$ cat config.mk
export PLATFORM = sky130hd
export DESIGN_NAME = vdr_diag_regs
export DESIGN_NICKNAME = d
export VERILOG_FILES = /design/src/rtl/vdr_diag_regs.v
export VERILOG_INCLUDE_DIRS = /design/src /design/src/rtl
export SDC_FILE = /design/constraint.sdc
export NUM_CORES = 1
export LEC_CHECK = 0
export ABC_AREA = 0
export BUFFER_PORTS_ARGS = -buffer_cell sky130_fd_sc_hd__buf_2
export CELL_PAD_IN_SITES_DETAIL_PLACEMENT = 0
export CELL_PAD_IN_SITES_GLOBAL_PLACEMENT = 1
export CORE_ASPECT_RATIO = 1.25
export CORE_UTILIZATION = 36
export DETAILED_ROUTE_END_ITERATION = 12
export PLACE_DENSITY = 0.87
export SETUP_SLACK_MARGIN = 0.15
export SYNTH_ARGS = -nofsm -noshare
export SYNTH_HDL_FRONTEND = slang
export SYNTH_SLANG_ARGS = --single-unit
$ cat constraint.sdc
create_clock -name sys_clk -period 3.32 [get_ports sys_clk]
set_clock_uncertainty 0.1 [all_clocks]
set_input_delay 0.166 -clock sys_clk [delete_from_list [all_inputs] [get_ports sys_clk]]
set_output_delay 0.166 -clock sys_clk [all_outputs]
set_load 0.01 [all_outputs]
$ cat src/rtl/vdr_map.vh
`ifndef VDR_MAP_VH
`define VDR_MAP_VH

// Register offsets on the command link
`define VDR_OFS_MARGIN     8'h83
`define VDR_OFS_SELFTEST   8'h85
`define VDR_OFS_ACCESS     8'h86
`define VDR_OFS_OVERRIDE   8'ha0
`define VDR_OFS_SIGNATURE  8'ha1
`define VDR_OFS_FAULTS     8'ha3
`define VDR_OFS_TEMPANGLE  8'ha7
`define VDR_OFS_CHAN_FINAL 8'ha8
`define VDR_OFS_CHAN_PRE   8'ha9
`define VDR_OFS_RADIUS     8'haa

// Margin control fields
`define VDR_MRG_REPEAT     13
`define VDR_MRG_PTR_HI     12
`define VDR_MRG_PTR_LO     7
`define VDR_MRG_ORIGIN     6
`define VDR_MRG_LIMIT      5
`define VDR_MRG_STATE_HI   4
`define VDR_MRG_STATE_LO   3
`define VDR_MRG_LOWER_SKIP 2
`define VDR_MRG_UPPER_SKIP 1
`define VDR_MRG_GO         0

// Margin state codes
`define VDR_MST_NONE       2'h0
`define VDR_MST_PASS       2'h1
`define VDR_MST_FAIL       2'h2
`define VDR_MST_RUN        2'h3

// Other fields
`define VDR_ST_OUTCOME     5
`define VDR_ST_DONE        4
`define VDR_ACC_GRANTED    1
`define VDR_OVR_MANCH      7
`define VDR_OVR_LAUNCH     0
`define VDR_FLT_RADIUS     5
`define VDR_FLT_WIDTH      13
`define VDR_RADIUS_WIDTH   17

// Reset values
`define VDR_RST_PTR        6'h00
`define VDR_RST_WORD       32'h0000_0000

`endif

$ cat src/rtl/vdr_diag_regs.v
`timescale 1ns/10ps
`include "vdr_map.vh"

////////////////////////////////////////////////////////////////////////////////
module vdr_diag_regs #(
  parameter [5:0]  MARGIN_LAST  = 6'h3f,         // Highest word checked
  parameter [31:0] SIG_EXPECTED = 32'h0000_0000, // Expected signature
  parameter [16:0] RADIUS_MIN   = 17'h00400,     // Radius squared floor
  parameter [16:0] RADIUS_MAX   = 17'h1fc00      // Radius squared ceiling
) (
  input  wire        sys_clk,         // System clock, 100 MHz
  input  wire        rst_n,           // Synchronous reset, active low
  input  wire [7:0]  reg_addr,        // Decoded register address
  input  wire [31:0] reg_wdata,       // Write data
  input  wire        reg_wr,          // Write strobe, one cycle
  input  wire        reg_rd,          // Read strobe, one cycle
  output reg  [31:0] reg_rdata,       // Read data
  output reg         reg_rvalid,      // Read answer, one cycle
  output reg         mt_req,          // Margin check request
  output reg  [5:0]  mt_addr,         // Word under margin check
  output reg         mt_upper,        // Limit under check, 1 = upper
  input  wire        mt_ack,          // Margin check finished
  input  wire        mt_fail,         // Margin check failed, with ack
  output reg         selftest_launch, // Self-test start pulse
  input  wire        selftest_end,    // Self-test completion pulse
  input  wire [31:0] selftest_sig,    // Computed self-test signature
  input  wire        access_code_ok,  // Correct access code seen
  output reg         out_hiz,         // Output pin released
  output reg         manch_active,    // Command interface forced on
  input  wire [12:0] fault_raw,       // Raw fault conditions
  input  wire [12:0] fault_mask,      // Fault masks, 1 = masked
  input  wire [15:0] thermal_reading, // Temperature, 128 per degree
  input  wire [15:0] angle_reading,   // Angle, fraction of a turn
  input  wire [15:0] first_channel_final,      // Channel A final
  input  wire [15:0] second_channel_final,     // Channel B final
  input  wire [15:0] first_channel_prefilter,  // Channel A prefilter
  input  wire [15:0] second_channel_prefilter, // Channel B prefilter
  input  wire [16:0] radius_squared_value,     // Squared radius
  output reg         radius_fault     // Radius out of range
);

  localparam [1:0] S_IDLE  = 2'h0;
  localparam [1:0] S_CHECK = 2'h1;

  // Pointer field of a written margin word
  function [5:0] ptr_field;
    input [31:0] w;
    begin
      ptr_field = w[`VDR_MRG_PTR_HI:`VDR_MRG_PTR_LO];
    end
  endfunction

  function is_mapped;
    input [7:0] a;
    begin
      case (a)
        `VDR_OFS_MARGIN, `VDR_OFS_SELFTEST, `VDR_OFS_ACCESS,
        `VDR_OFS_OVERRIDE, `VDR_OFS_SIGNATURE, `VDR_OFS_FAULTS,
        `VDR_OFS_TEMPANGLE, `VDR_OFS_CHAN_FINAL, `VDR_OFS_CHAN_PRE,
        `VDR_OFS_RADIUS: is_mapped = 1'b1;
        default:        is_mapped = 1'b0;
      endcase
    end
  endfunction

  reg  [1:0]  state_reg;
  reg         margin_repeat_single;
  reg  [5:0]  margin_word_pointer;
  reg         margin_custom_origin;
  reg         margin_failed_limit;
  reg  [1:0]  margin_state;
  reg         margin_lower_skip;
  reg         margin_upper_skip;
  reg         margin_go;
  reg         fail_seen_reg;
  reg         st_done_reg;
  reg         st_pass_reg;
  reg  [31:0] st_sig_reg;
  reg         granted_reg;
  reg         manch_reg;
  reg  [12:0] fault_reg;
  wire [12:0] fault_cond;
  wire        wr_margin;
  wire        wr_override;
  wire        phase_skip;
  wire        step_done;
  wire        step_fail;
  wire        last_word;
  reg  [31:0] rd_word;

  assign wr_margin   = reg_wr && (reg_addr == `VDR_OFS_MARGIN);
  assign wr_override = reg_wr && (reg_addr == `VDR_OFS_OVERRIDE);
  assign phase_skip  = mt_upper ? margin_upper_skip : margin_lower_skip;
  // A raised request waits for its ack even if a skip bit is rewritten
  // mid-run; the new skip setting then acts from the next phase on
  assign step_done   = mt_req ? mt_ack : phase_skip;
  assign step_fail   = mt_req && mt_ack && mt_fail;
  assign last_word   = margin_repeat_single || (mt_addr == MARGIN_LAST);

  ////////////////////////////////////////////////////////////////////////////
  // Margin control fields written by software
  // Control bits may change mid-run; skip and repeat steer the phases still to come
  always @(posedge sys_clk) begin
    if (!rst_n) begin
      margin_repeat_single <= 1'b0;
      margin_custom_origin <= 1'b0;
      margin_lower_skip    <= 1'b0;
      margin_upper_skip    <= 1'b0;
    end else if (wr_margin) begin
      margin_repeat_single <= reg_wdata[`VDR_MRG_REPEAT];
      margin_custom_origin <= reg_wdata[`VDR_MRG_ORIGIN];
      margin_lower_skip    <= reg_wdata[`VDR_MRG_LOWER_SKIP];
      margin_upper_skip    <= reg_wdata[`VDR_MRG_UPPER_SKIP];
    end
  end

  // A failure capture wins over a software write in the same cycle
  always @(posedge sys_clk) begin
    if (!rst_n) begin
      margin_word_pointer <= `VDR_RST_PTR;
    end else if (state_reg == S_CHECK && step_fail) begin
      margin_word_pointer <= mt_addr;
    end else if (wr_margin && reg_wdata[`VDR_MRG_ORIGIN]) begin
      margin_word_pointer <= ptr_field(reg_wdata);
    end
  end

  ////////////////////////////////////////////////////////////////////////////
  // Margin run sequencer
  always @(posedge sys_clk) begin
    if (!rst_n) begin
      state_reg           <= S_IDLE;
      margin_go           <= 1'b0;
      margin_state        <= `VDR_MST_NONE;
      margin_failed_limit <= 1'b0;
      fail_seen_reg       <= 1'b0;
      mt_req              <= 1'b0;
      mt_addr             <= 6'h00;
      mt_upper            <= 1'b0;
    end else begin
      case (state_reg)
        S_IDLE: begin
          mt_req <= 1'b0;
          if (wr_margin) begin
            margin_go <= reg_wdata[`VDR_MRG_GO];
          end
          if (wr_margin && reg_wdata[`VDR_MRG_GO]) begin
            state_reg     <= S_CHECK;
            margin_state  <= `VDR_MST_RUN;
            fail_seen_reg <= 1'b0;
            mt_upper      <= 1'b0;
            if (reg_wdata[`VDR_MRG_ORIGIN]) begin
              mt_addr <= ptr_field(reg_wdata);
            end else begin
              mt_addr <= 6'h00;
            end
          end
        end
        S_CHECK: begin
          if (wr_margin && !reg_wdata[`VDR_MRG_GO]) begin
            // Abort: partial coverage must never read as a pass
            state_reg    <= S_IDLE;
            margin_go    <= 1'b0;
            mt_req       <= 1'b0;
            margin_state <= fail_seen_reg ? `VDR_MST_FAIL : `VDR_MST_NONE;
          end else if (step_done) begin
            mt_req <= 1'b0;
            if (step_fail) begin
              fail_seen_reg       <= 1'b1;
              margin_failed_limit <= mt_upper;
            end
            if (!mt_upper) begin
              mt_upper <= 1'b1;
            end else begin
              mt_upper <= 1'b0;
              if (margin_repeat_single) begin
                // Repeat never ends on its own; clearing go ends it, or clearing repeat lets it run on to MARGIN_LAST
                mt_addr <= mt_addr;
              end else if (last_word) begin
                state_reg <= S_IDLE;
                margin_go <= 1'b0;
                if (fail_seen_reg || step_fail) begin
                  margin_state <= `VDR_MST_FAIL;
                end else begin
                  margin_state <= `VDR_MST_PASS;
                end
              end else begin
                mt_addr <= mt_addr + 6'h01;
              end
            end
          end else if (!mt_req) begin
            mt_req <= 1'b1;
          end
        end
        default: begin
          state_reg <= S_IDLE;
          margin_go <= 1'b0;
          mt_req    <= 1'b0;
        end
      endcase
    end
  end

  ////////////////////////////////////////////////////////////////////////////
  // Self-test, access and override
  always @(posedge sys_clk) begin
    if (!rst_n) begin
      st_done_reg     <= 1'b0;
      st_pass_reg     <= 1'b0;
      st_sig_reg      <= `VDR_RST_WORD;
      selftest_launch <= 1'b0;
    end else begin
      selftest_launch <= wr_override && reg_wdata[`VDR_OVR_LAUNCH];
      // A launch hides the old outcome until the new end pulse
      if (wr_override && reg_wdata[`VDR_OVR_LAUNCH]) begin
        st_done_reg <= 1'b0;
      end
      if (selftest_end) begin
        // Signature compare decides the outcome inside the block
        st_done_reg <= 1'b1;
        st_sig_reg  <= selftest_sig;
        st_pass_reg <= (selftest_sig == SIG_EXPECTED);
      end
    end
  end

  // Granted stays set until reset; the code cannot be withdrawn
  always @(posedge sys_clk) begin
    if (!rst_n) begin
      granted_reg <= 1'b0;
    end else if (access_code_ok) begin
      granted_reg <= 1'b1;
    end
  end

  always @(posedge sys_clk) begin
    if (!rst_n) begin
      manch_reg    <= 1'b0;
      out_hiz      <= 1'b0;
      manch_active <= 1'b0;
    end else begin
      if (wr_override) begin
        manch_reg <= reg_wdata[`VDR_OVR_MANCH];
      end
      // Pin release lags the write by two cycles, link enable with it
      out_hiz      <= manch_reg;
      manch_active <= manch_reg;
    end
  end

  ////////////////////////////////////////////////////////////////////////////
  // Fault flags with masking; radius fault judged here from the square
  // Flags follow the live condition; nothing here latches a fault

  genvar gi;
  generate
    for (gi = 0; gi < `VDR_FLT_WIDTH; gi = gi + 1) begin : g_flt
      if (gi != `VDR_FLT_RADIUS) begin : g_raw
        assign fault_cond[gi] = fault_raw[gi];
      end else begin : g_rad
        assign fault_cond[gi] = radius_fault;
      end
      always @(posedge sys_clk) begin
        if (!rst_n) begin
          fault_reg[gi] <= 1'b0;
        end else begin
          fault_reg[gi] <= fault_cond[gi] && !fault_mask[gi];
        end
      end
    end
  endgenerate

  always @(posedge sys_clk) begin
    if (!rst_n) begin
      radius_fault <= 1'b0;
    end else begin
      // Bounds are inclusive: a square equal to a bound is in range
      radius_fault <= (radius_squared_value < RADIUS_MIN) ||
                      (radius_squared_value > RADIUS_MAX);
    end
  end

  ////////////////////////////////////////////////////////////////////////////
  // Read mux; unmapped addresses get no answer at all
  // Unlabelled bits read as zero
  always @* begin
    rd_word = `VDR_RST_WORD;
    case (reg_addr)
      `VDR_OFS_MARGIN: begin
        rd_word[`VDR_MRG_REPEAT]                   = margin_repeat_single;
        rd_word[`VDR_MRG_PTR_HI:`VDR_MRG_PTR_LO]   = margin_word_pointer;
        rd_word[`VDR_MRG_ORIGIN]                   = margin_custom_origin;
        rd_word[`VDR_MRG_LIMIT]                    = margin_failed_limit;
        rd_word[`VDR_MRG_STATE_HI:`VDR_MRG_STATE_LO] = margin_state;
        rd_word[`VDR_MRG_LOWER_SKIP]               = margin_lower_skip;
        rd_word[`VDR_MRG_UPPER_SKIP]               = margin_upper_skip;
        rd_word[`VDR_MRG_GO]                       = margin_go;
      end
      `VDR_OFS_SELFTEST: begin
        // Outcome shows only once done is set, so a stale pass never leaks
        rd_word[`VDR_ST_OUTCOME] = st_done_reg && st_pass_reg;
        rd_word[`VDR_ST_DONE]    = st_done_reg;
      end
      `VDR_OFS_ACCESS: begin
        rd_word[`VDR_ACC_GRANTED] = granted_reg;
      end
      `VDR_OFS_OVERRIDE: begin
        rd_word[`VDR_OVR_MANCH] = manch_reg;
      end
      `VDR_OFS_SIGNATURE: begin
        rd_word = st_sig_reg;
      end
      `VDR_OFS_FAULTS: begin
        rd_word[`VDR_FLT_WIDTH-1:0] = fault_reg;
      end
      `VDR_OFS_TEMPANGLE: begin
        rd_word = {thermal_reading, angle_reading};
      end
      `VDR_OFS_CHAN_FINAL: begin
        rd_word = {second_channel_final, first_channel_final};
      end
      `VDR_OFS_CHAN_PRE: begin
        rd_word = {second_channel_prefilter, first_channel_prefilter};
      end
      `VDR_OFS_RADIUS: begin
        rd_word[`VDR_RADIUS_WIDTH-1:0] = radius_squared_value;
      end
      default: begin
        rd_word = `VDR_RST_WORD;
      end
    endcase
  end

  always @(posedge sys_clk) begin
    if (!rst_n) begin
      reg_rdata  <= `VDR_RST_WORD;
      reg_rvalid <= 1'b0;
    end else begin
      // Read data holds until the next mapped read; an unanswered
      // read leaves the old word in place
      reg_rvalid <= reg_rd && is_mapped(reg_addr);
      if (reg_rd && is_mapped(reg_addr)) begin
        reg_rdata <= rd_word;
      end
    end
  end

endmodule

==> flow_metrics.tcl, run 1 <==
set metrics [dict create \
    max_slew_margin_pct 25.6 \
    core_um2 15600 \
    seq_area_frac_synth_pct 38.2 \
    synth-seq-cells 109 \
    cts_tree "done" \
    clk_latency_ps 360 \
    grt_use_total_pct 27.8 \
    fmax_ghz 0.426 \
    dieArea_um2 16400 \
    met1_usage_pct 30.6 \
    ys.flop_type "dfxtp_1" \
    rsz0062_at_grt "false" \
    ys_types 62 \
    synth_top_area_share_pct 38.2 \
    outcome "finished, final reports clean" \
    die_w_um 115 \
    initial_core_util_pct 36.7 \
    synth_area_um2 5720 \
    dp.cells 1076 \
    post_cts_buffers 0 \
    grt_overflow 0 \
    grt_pass1_vias 6189 \
    busiest_layer "met2" \
    detail-route-antenna-nets 0 \
    cts_made_buffers 9 \
    drcViolationCount 0 \
    numPortBuffers 241 \
    post_drt_wl_per_cell_um 20.1 \
    synth_most_common_cell "dfxtp_1" \
    cap_violations 0 \
    crit_type "flop to flop" \
    slew_viol_final 0 \
    drive_gt1_share_pct 32.2 \
    syn_to_final_growth_pct 40.1 \
    crit_required_ps 3490 \
    async_flop_share_pct 0 \
    synth_common_cells "dfxtp_1, nor2_1, mux2i_1" \
    clock-sinks 109 \
    irDropWorstVdd_mv 0.185 \
    via_count 6434 \
    synth_fp_nets 877 \
    yosys_warnings 0 \
    met3_usage_pct 5.73 \
    rows 51 \
    worstPathArrival_ps 2520 \
    synth_edf_count 0 \
    yosysTopAreaCell "dfxtp_1" \
    first_iter_violations 504 \
    stdcell_area_um2 8010 \
    ios 264 \
    cellPowerDensity_nw_per_um2 356 \
    endpoint_kind "flop" \
    synth.avg_cell_area_um2 8.70 \
    antenna_cells 0 \
    synthCells 657 \
    antenna_found_initial 1 \
    final.fill_count 1544 \
    htree_levels 3 \
    p_leak_nw 3.49 \
    finalCriticalPeriod_ps 2350 \
    die_h_um 143 \
    worst_slew_pin_slew_ps 1120 \
    root_buffer "clkbuf_16" \
    setup-tns-final_ps 0 \
    place.gp.congestion 0.953 \
    vias_per_cell 5.58 \
    finalPower_mw 2.85 \
    cts_buffer_depth 2 \
    netlist_top_cells_area "dfxtp_1, mux2i_1, nor2_1" \
    dr.pass1.iters 7 \
    hp-class "primary input to flop" \
    clk_pin_slew_ps 70 \
    grt_max_degree 70 \
    finalNonFillerCells 1153 \
    worst-path-max-fanout 10 \
    hold_viol_final 0 \
    dp_hpwl_mm 17.1 \
    grt_util_met2_pct 51.4 \
    grt_pass1_wl_mm 33.8 \
    utilization_pct 51.4 \
    cp-start-kind "flop" \
    finalSetupViolCount 0 \
    placed_cell_area_um2 7110 \
    nets 1156 \
    timing.final.crit_share_pct 70.7 \
    drt-total-wl_mm 23.2 \
]
==> routing by layer <==
metal	share of wire, %	up-vias
li1	-	3060
met1	38	3024
met4	3.5	2
met3	7.3	41
met5	0.035	-
met2	52	307
==> power breakdown <==
part	leakage, nW	total [mW]	switching, mW	internal [mW]
registers	0.887	1.37	0.0243	1.34
logic	2.47	0.441	0.224	0.216
clock network	0.135	1.05	0.525	0.521
total	3.49	2.85	0.774	2.08
==> cell families (layout without fill, tap and decap cells) <==
| family | after synthesis | in the layout | share of synthesized area (%) |
|---|---|---|---|
| compound gates | 199 | 199 | 25.1 |
| mux | 72 | 72 | 12.8 |
| simple gates | 219 | 219 | 19.3 |
| xor+xnor | 1 | 1 | 0.153 |
| buf+inv | 56 | 340 | 4.18 |
| flops | 109 | 109 | 38.2 |
| fa+ha+maj | 1 | 1 | 0.219 |
==> stage by stage <==
step | setup slack [ps] | hold slack [ps]
after floorplan | 1350 | 138
after global placement | 729 | 223
after detailed placement | 719 | 223
after CTS | 1020 | 6.84
after global routing | 800 | 26.0
final | 971 | 10.6
==> path summary, 6_finish.rpt <==
path                             start                         to  slack (ps)  cells past startpoint
max            mt_addr[0]$_SDFFE_PN0P_    mt_addr[3]$_SDFFE_PN0P_         970                      6
min           radius_squared_value[14]    radius_fault$_SDFF_PN0_          10                      3
max reg2reg    mt_addr[0]$_SDFFE_PN0P_    mt_addr[3]$_SDFFE_PN0P_         970                      6
min reg2reg  reg_rdata[4]$_SDFFE_PN0P_  reg_rdata[4]$_SDFFE_PN0P_         370                      1
==> cell usage in the layout (no fill, tap or decap), types with 3 or more instances in the layout <==
cell type / count
a211oi_1: 16
a21oi_1: 47
a222oi_1: 9
a22o_1: 24
a22oi_1: 16
a311oi_1: 9
a31oi_1: 3
a32oi_1: 17
and2_1: 5
and3_1: 4
buf_2: 241
buf_4: 19
clkbuf_16: 9
dfxtp_1: 109
dlygate4sd3_1: 61
mux2_2: 10
mux2i_1: 62
nand2_1: 53
nand2b_1: 8
nand3_1: 12
nand3b_1: 3
nand4_1: 9
nor2_1: 70
nor2b_1: 6
nor3_1: 9
nor3_2: 3
nor4_1: 13
nor4b_1: 4
o211a_1: 3
o211ai_1: 8
o21ai_0: 24
o22ai_1: 3
o2bb2ai_1: 5
or4_1: 4
==> worst max-delay path, cell delays in order (launching register included) <==
cell      delay [ps]
dfxtp_1          430
ha_1             320
nand2_1          130
o211ai_1         110
a211oi_1         800
a21oi_1          140
a211oi_1         230
==> layout make-up <==
class / instances / area (um^2) / area share [%]
multi-input cells: 492 / 3310 / 41.3
well taps: 212 / 265 / 3.31
inverters: 3 / 11.3 / 0.141
flip-flops and latches: 109 / 2180 / 27.2
repair buffers: 321 / 1960 / 24.5
clock buffers: 9 / 225 / 2.81
clock inverters: 7 / 60.1 / 0.750
==> what timing repair did <==
item / CTS / global route
resized for setup: 0 / 0
hold buffers: 61 / 0
hold endpoints to repair: 50 / 0
No activity file was read; power rests on OpenSTA's default activity.
==> inputs of run 2 (changes only) <==
- CORE_UTILIZATION: 36 -> 34
- PLACE_DENSITY: 0.87 -> 0.83
- clock period: 3.32 -> 2.42 ns (I/O delays scaled with it)
==> flow_metrics.tcl, run 2 (synthesis results as in run 1) <==
set metrics [dict create \
    outcome "finished, violations left" \
    violations "hold timing" \
    grt_pass1_wl_mm 35.7 \
    cts_made_buffers 9 \
    syn_to_final_growth_pct 44.7 \
    die_h_um 147 \
    setup_ws_ps 531 \
    ios 264 \
    multi_input_area_um2 3310 \
    whs_ps -2.21 \
    drt-total-wl_mm 23.6 \
    numPortBuffers 241 \
    htree_levels 3 \
    p_leak_nw 3.63 \
    final.fill_count 1582 \
    cts_tree "done" \
    dieArea_um2 17300 \
    slew_viol_final 0 \
    preCtsSetupSlack_ps 233 \
    clock-sinks 109 \
    via_count 6490 \
    post_drt_wl_per_cell_um 19.9 \
    fmax_ghz 0.529 \
    finalSetupViolCount 0 \
    vias_per_cell 5.50 \
    grt_pass1_vias 6415 \
    crit_type "primary input to flop" \
    antenna_found_initial 1 \
    die_w_um 118 \
    root_buffer "clkbuf_16" \
    postCtsHoldBufs 71 \
    worst_slew_pin_slew_ps 775 \
    place.gp.congestion 0.941 \
    dr.pass1.iters 8 \
    hold_viol_final 1 \
    final_cell_mix "buf_2, dfxtp_1, dlygate4sd3_1" \
    worstPathArrival_ps 2080 \
    cp-start-kind "primary input" \
    nets 1181 \
    setup-tns-final_ps 0 \
    post_cts_buffers 0 \
    final-seq-area_um2 2180 \
    dp_hpwl_mm 17.7 \
    worst-path-max-fanout 15 \
    grt_use_total_pct 27.1 \
    antenna_cells 0 \
    core_um2 16300 \
    max_slew_margin_pct 48.3 \
    final_common_cell "buf_2" \
    rows 52 \
    cpPeakStageDelay_ps 550 \
    cts_resized 0 \
    initial_core_util_pct 35.0 \
    hp-class "primary input to flop" \
    irDropWorstVdd_mv 0.258 \
    finalPower_mw 4.12 \
    timing.final.crit_share_pct 78.1 \
    cts_buffer_depth 2 \
    endpoint_kind "flop" \
    placed_cell_area_um2 7240 \
    crit_chain "buf_2 -> nor4b_1 -> and3_1 -> buf_4 -> nand3_1 -> dlygate4sd3_1 -> a31oi_1" \
    stdcell_area_um2 8270 \
    rsz0062_at_grt "false" \
    detail-route-antenna-nets 0 \
    cellPowerDensity_nw_per_um2 498 \
    grt_max_degree 35 \
    drive_gt1_share_pct 32.8 \
    grt_overflow 0 \
    finalCriticalPeriod_ps 1890 \
    first_iter_violations 473 \
    cap_violations 0 \
    drcViolationCount 0 \
    crit_required_ps 2610 \
    clk_pin_slew_ps 70 \
    clk_latency_ps 360 \
    critPathSlowestCell "dlygate4sd3_1" \
]
==> run 2: cell types whose count changed in the layout (fill, tap and decap cells not counted), sizes merged <==
cell	previous run	this run
bufinv	0	2
clkinv	3	2
buf	260	275
dlygate4sd3	61	71
clkinvlp	2	0
==> run 2: power by group <==
part / total [mW] / leakage, nW / switching (mW) / internal [mW]
logic: 0.630 / 2.58 / 0.314 / 0.316
clock network: 1.62 / 0.156 / 0.705 / 0.913
registers: 1.87 / 0.887 / 0.0299 / 1.84
total: 4.12 / 3.63 / 1.05 / 3.07
==> run 2: path summary, 6_finish.rpt <==
kind,start,to,slack [ps],cells after the start
worst min-delay path,reg_wdata[7],manch_reg$_SDFFE_PN0N_,-2,3
worst max register to register,mt_addr[1]$_SDFFE_PN0P_,mt_addr[0]$_SDFFE_PN0P_,540,4
worst max-delay path,reg_addr[3],margin_word_pointer[2]$_SDFFE_PN0P_,530,7
worst min register to register,margin_custom_origin$_SDFFE_PN0N_,margin_custom_origin$_SDFFE_PN0N_,360,2
==> run 2: layer usage <==
layer | share of wire, % | GRT usage (%)
met1 | 38 | 30.7
met2 | 52 | 49.9
met3 | 6.6 | 4.43
met5 | 0.055 | 0
met4 | 3.4 | 11.5
==> run 2: final cells by class <==
type	instances	share of cell area, %
repair buffers	346	26.4
clock inverters	6	1.15
well taps	216	3.27
multi-input cells	492	40.0
inverters	3	0.136
flip-flops and latches	109	26.4
clock buffers	9	2.72
==> run 2: critical path, delay by kind of cell <==
family | cells | cell delay, ps
AO/OA/AOI/OAI | 1 | 150
buffers and inverters | 3 | 930
AND/OR/NAND/NOR | 3 | 870
==> run 2: stage by stage <==
| step | util (%) | instances |
|---|---|---|
| final | 50.7 | 1181 |
| after floorplan | - | 657 |
| after detailed placement | 44.4 | 1095 |
| after global placement | 44.4 | 1095 |
| after CTS | 50.7 | 1181 |
| after global routing | 50.7 | 1181 |
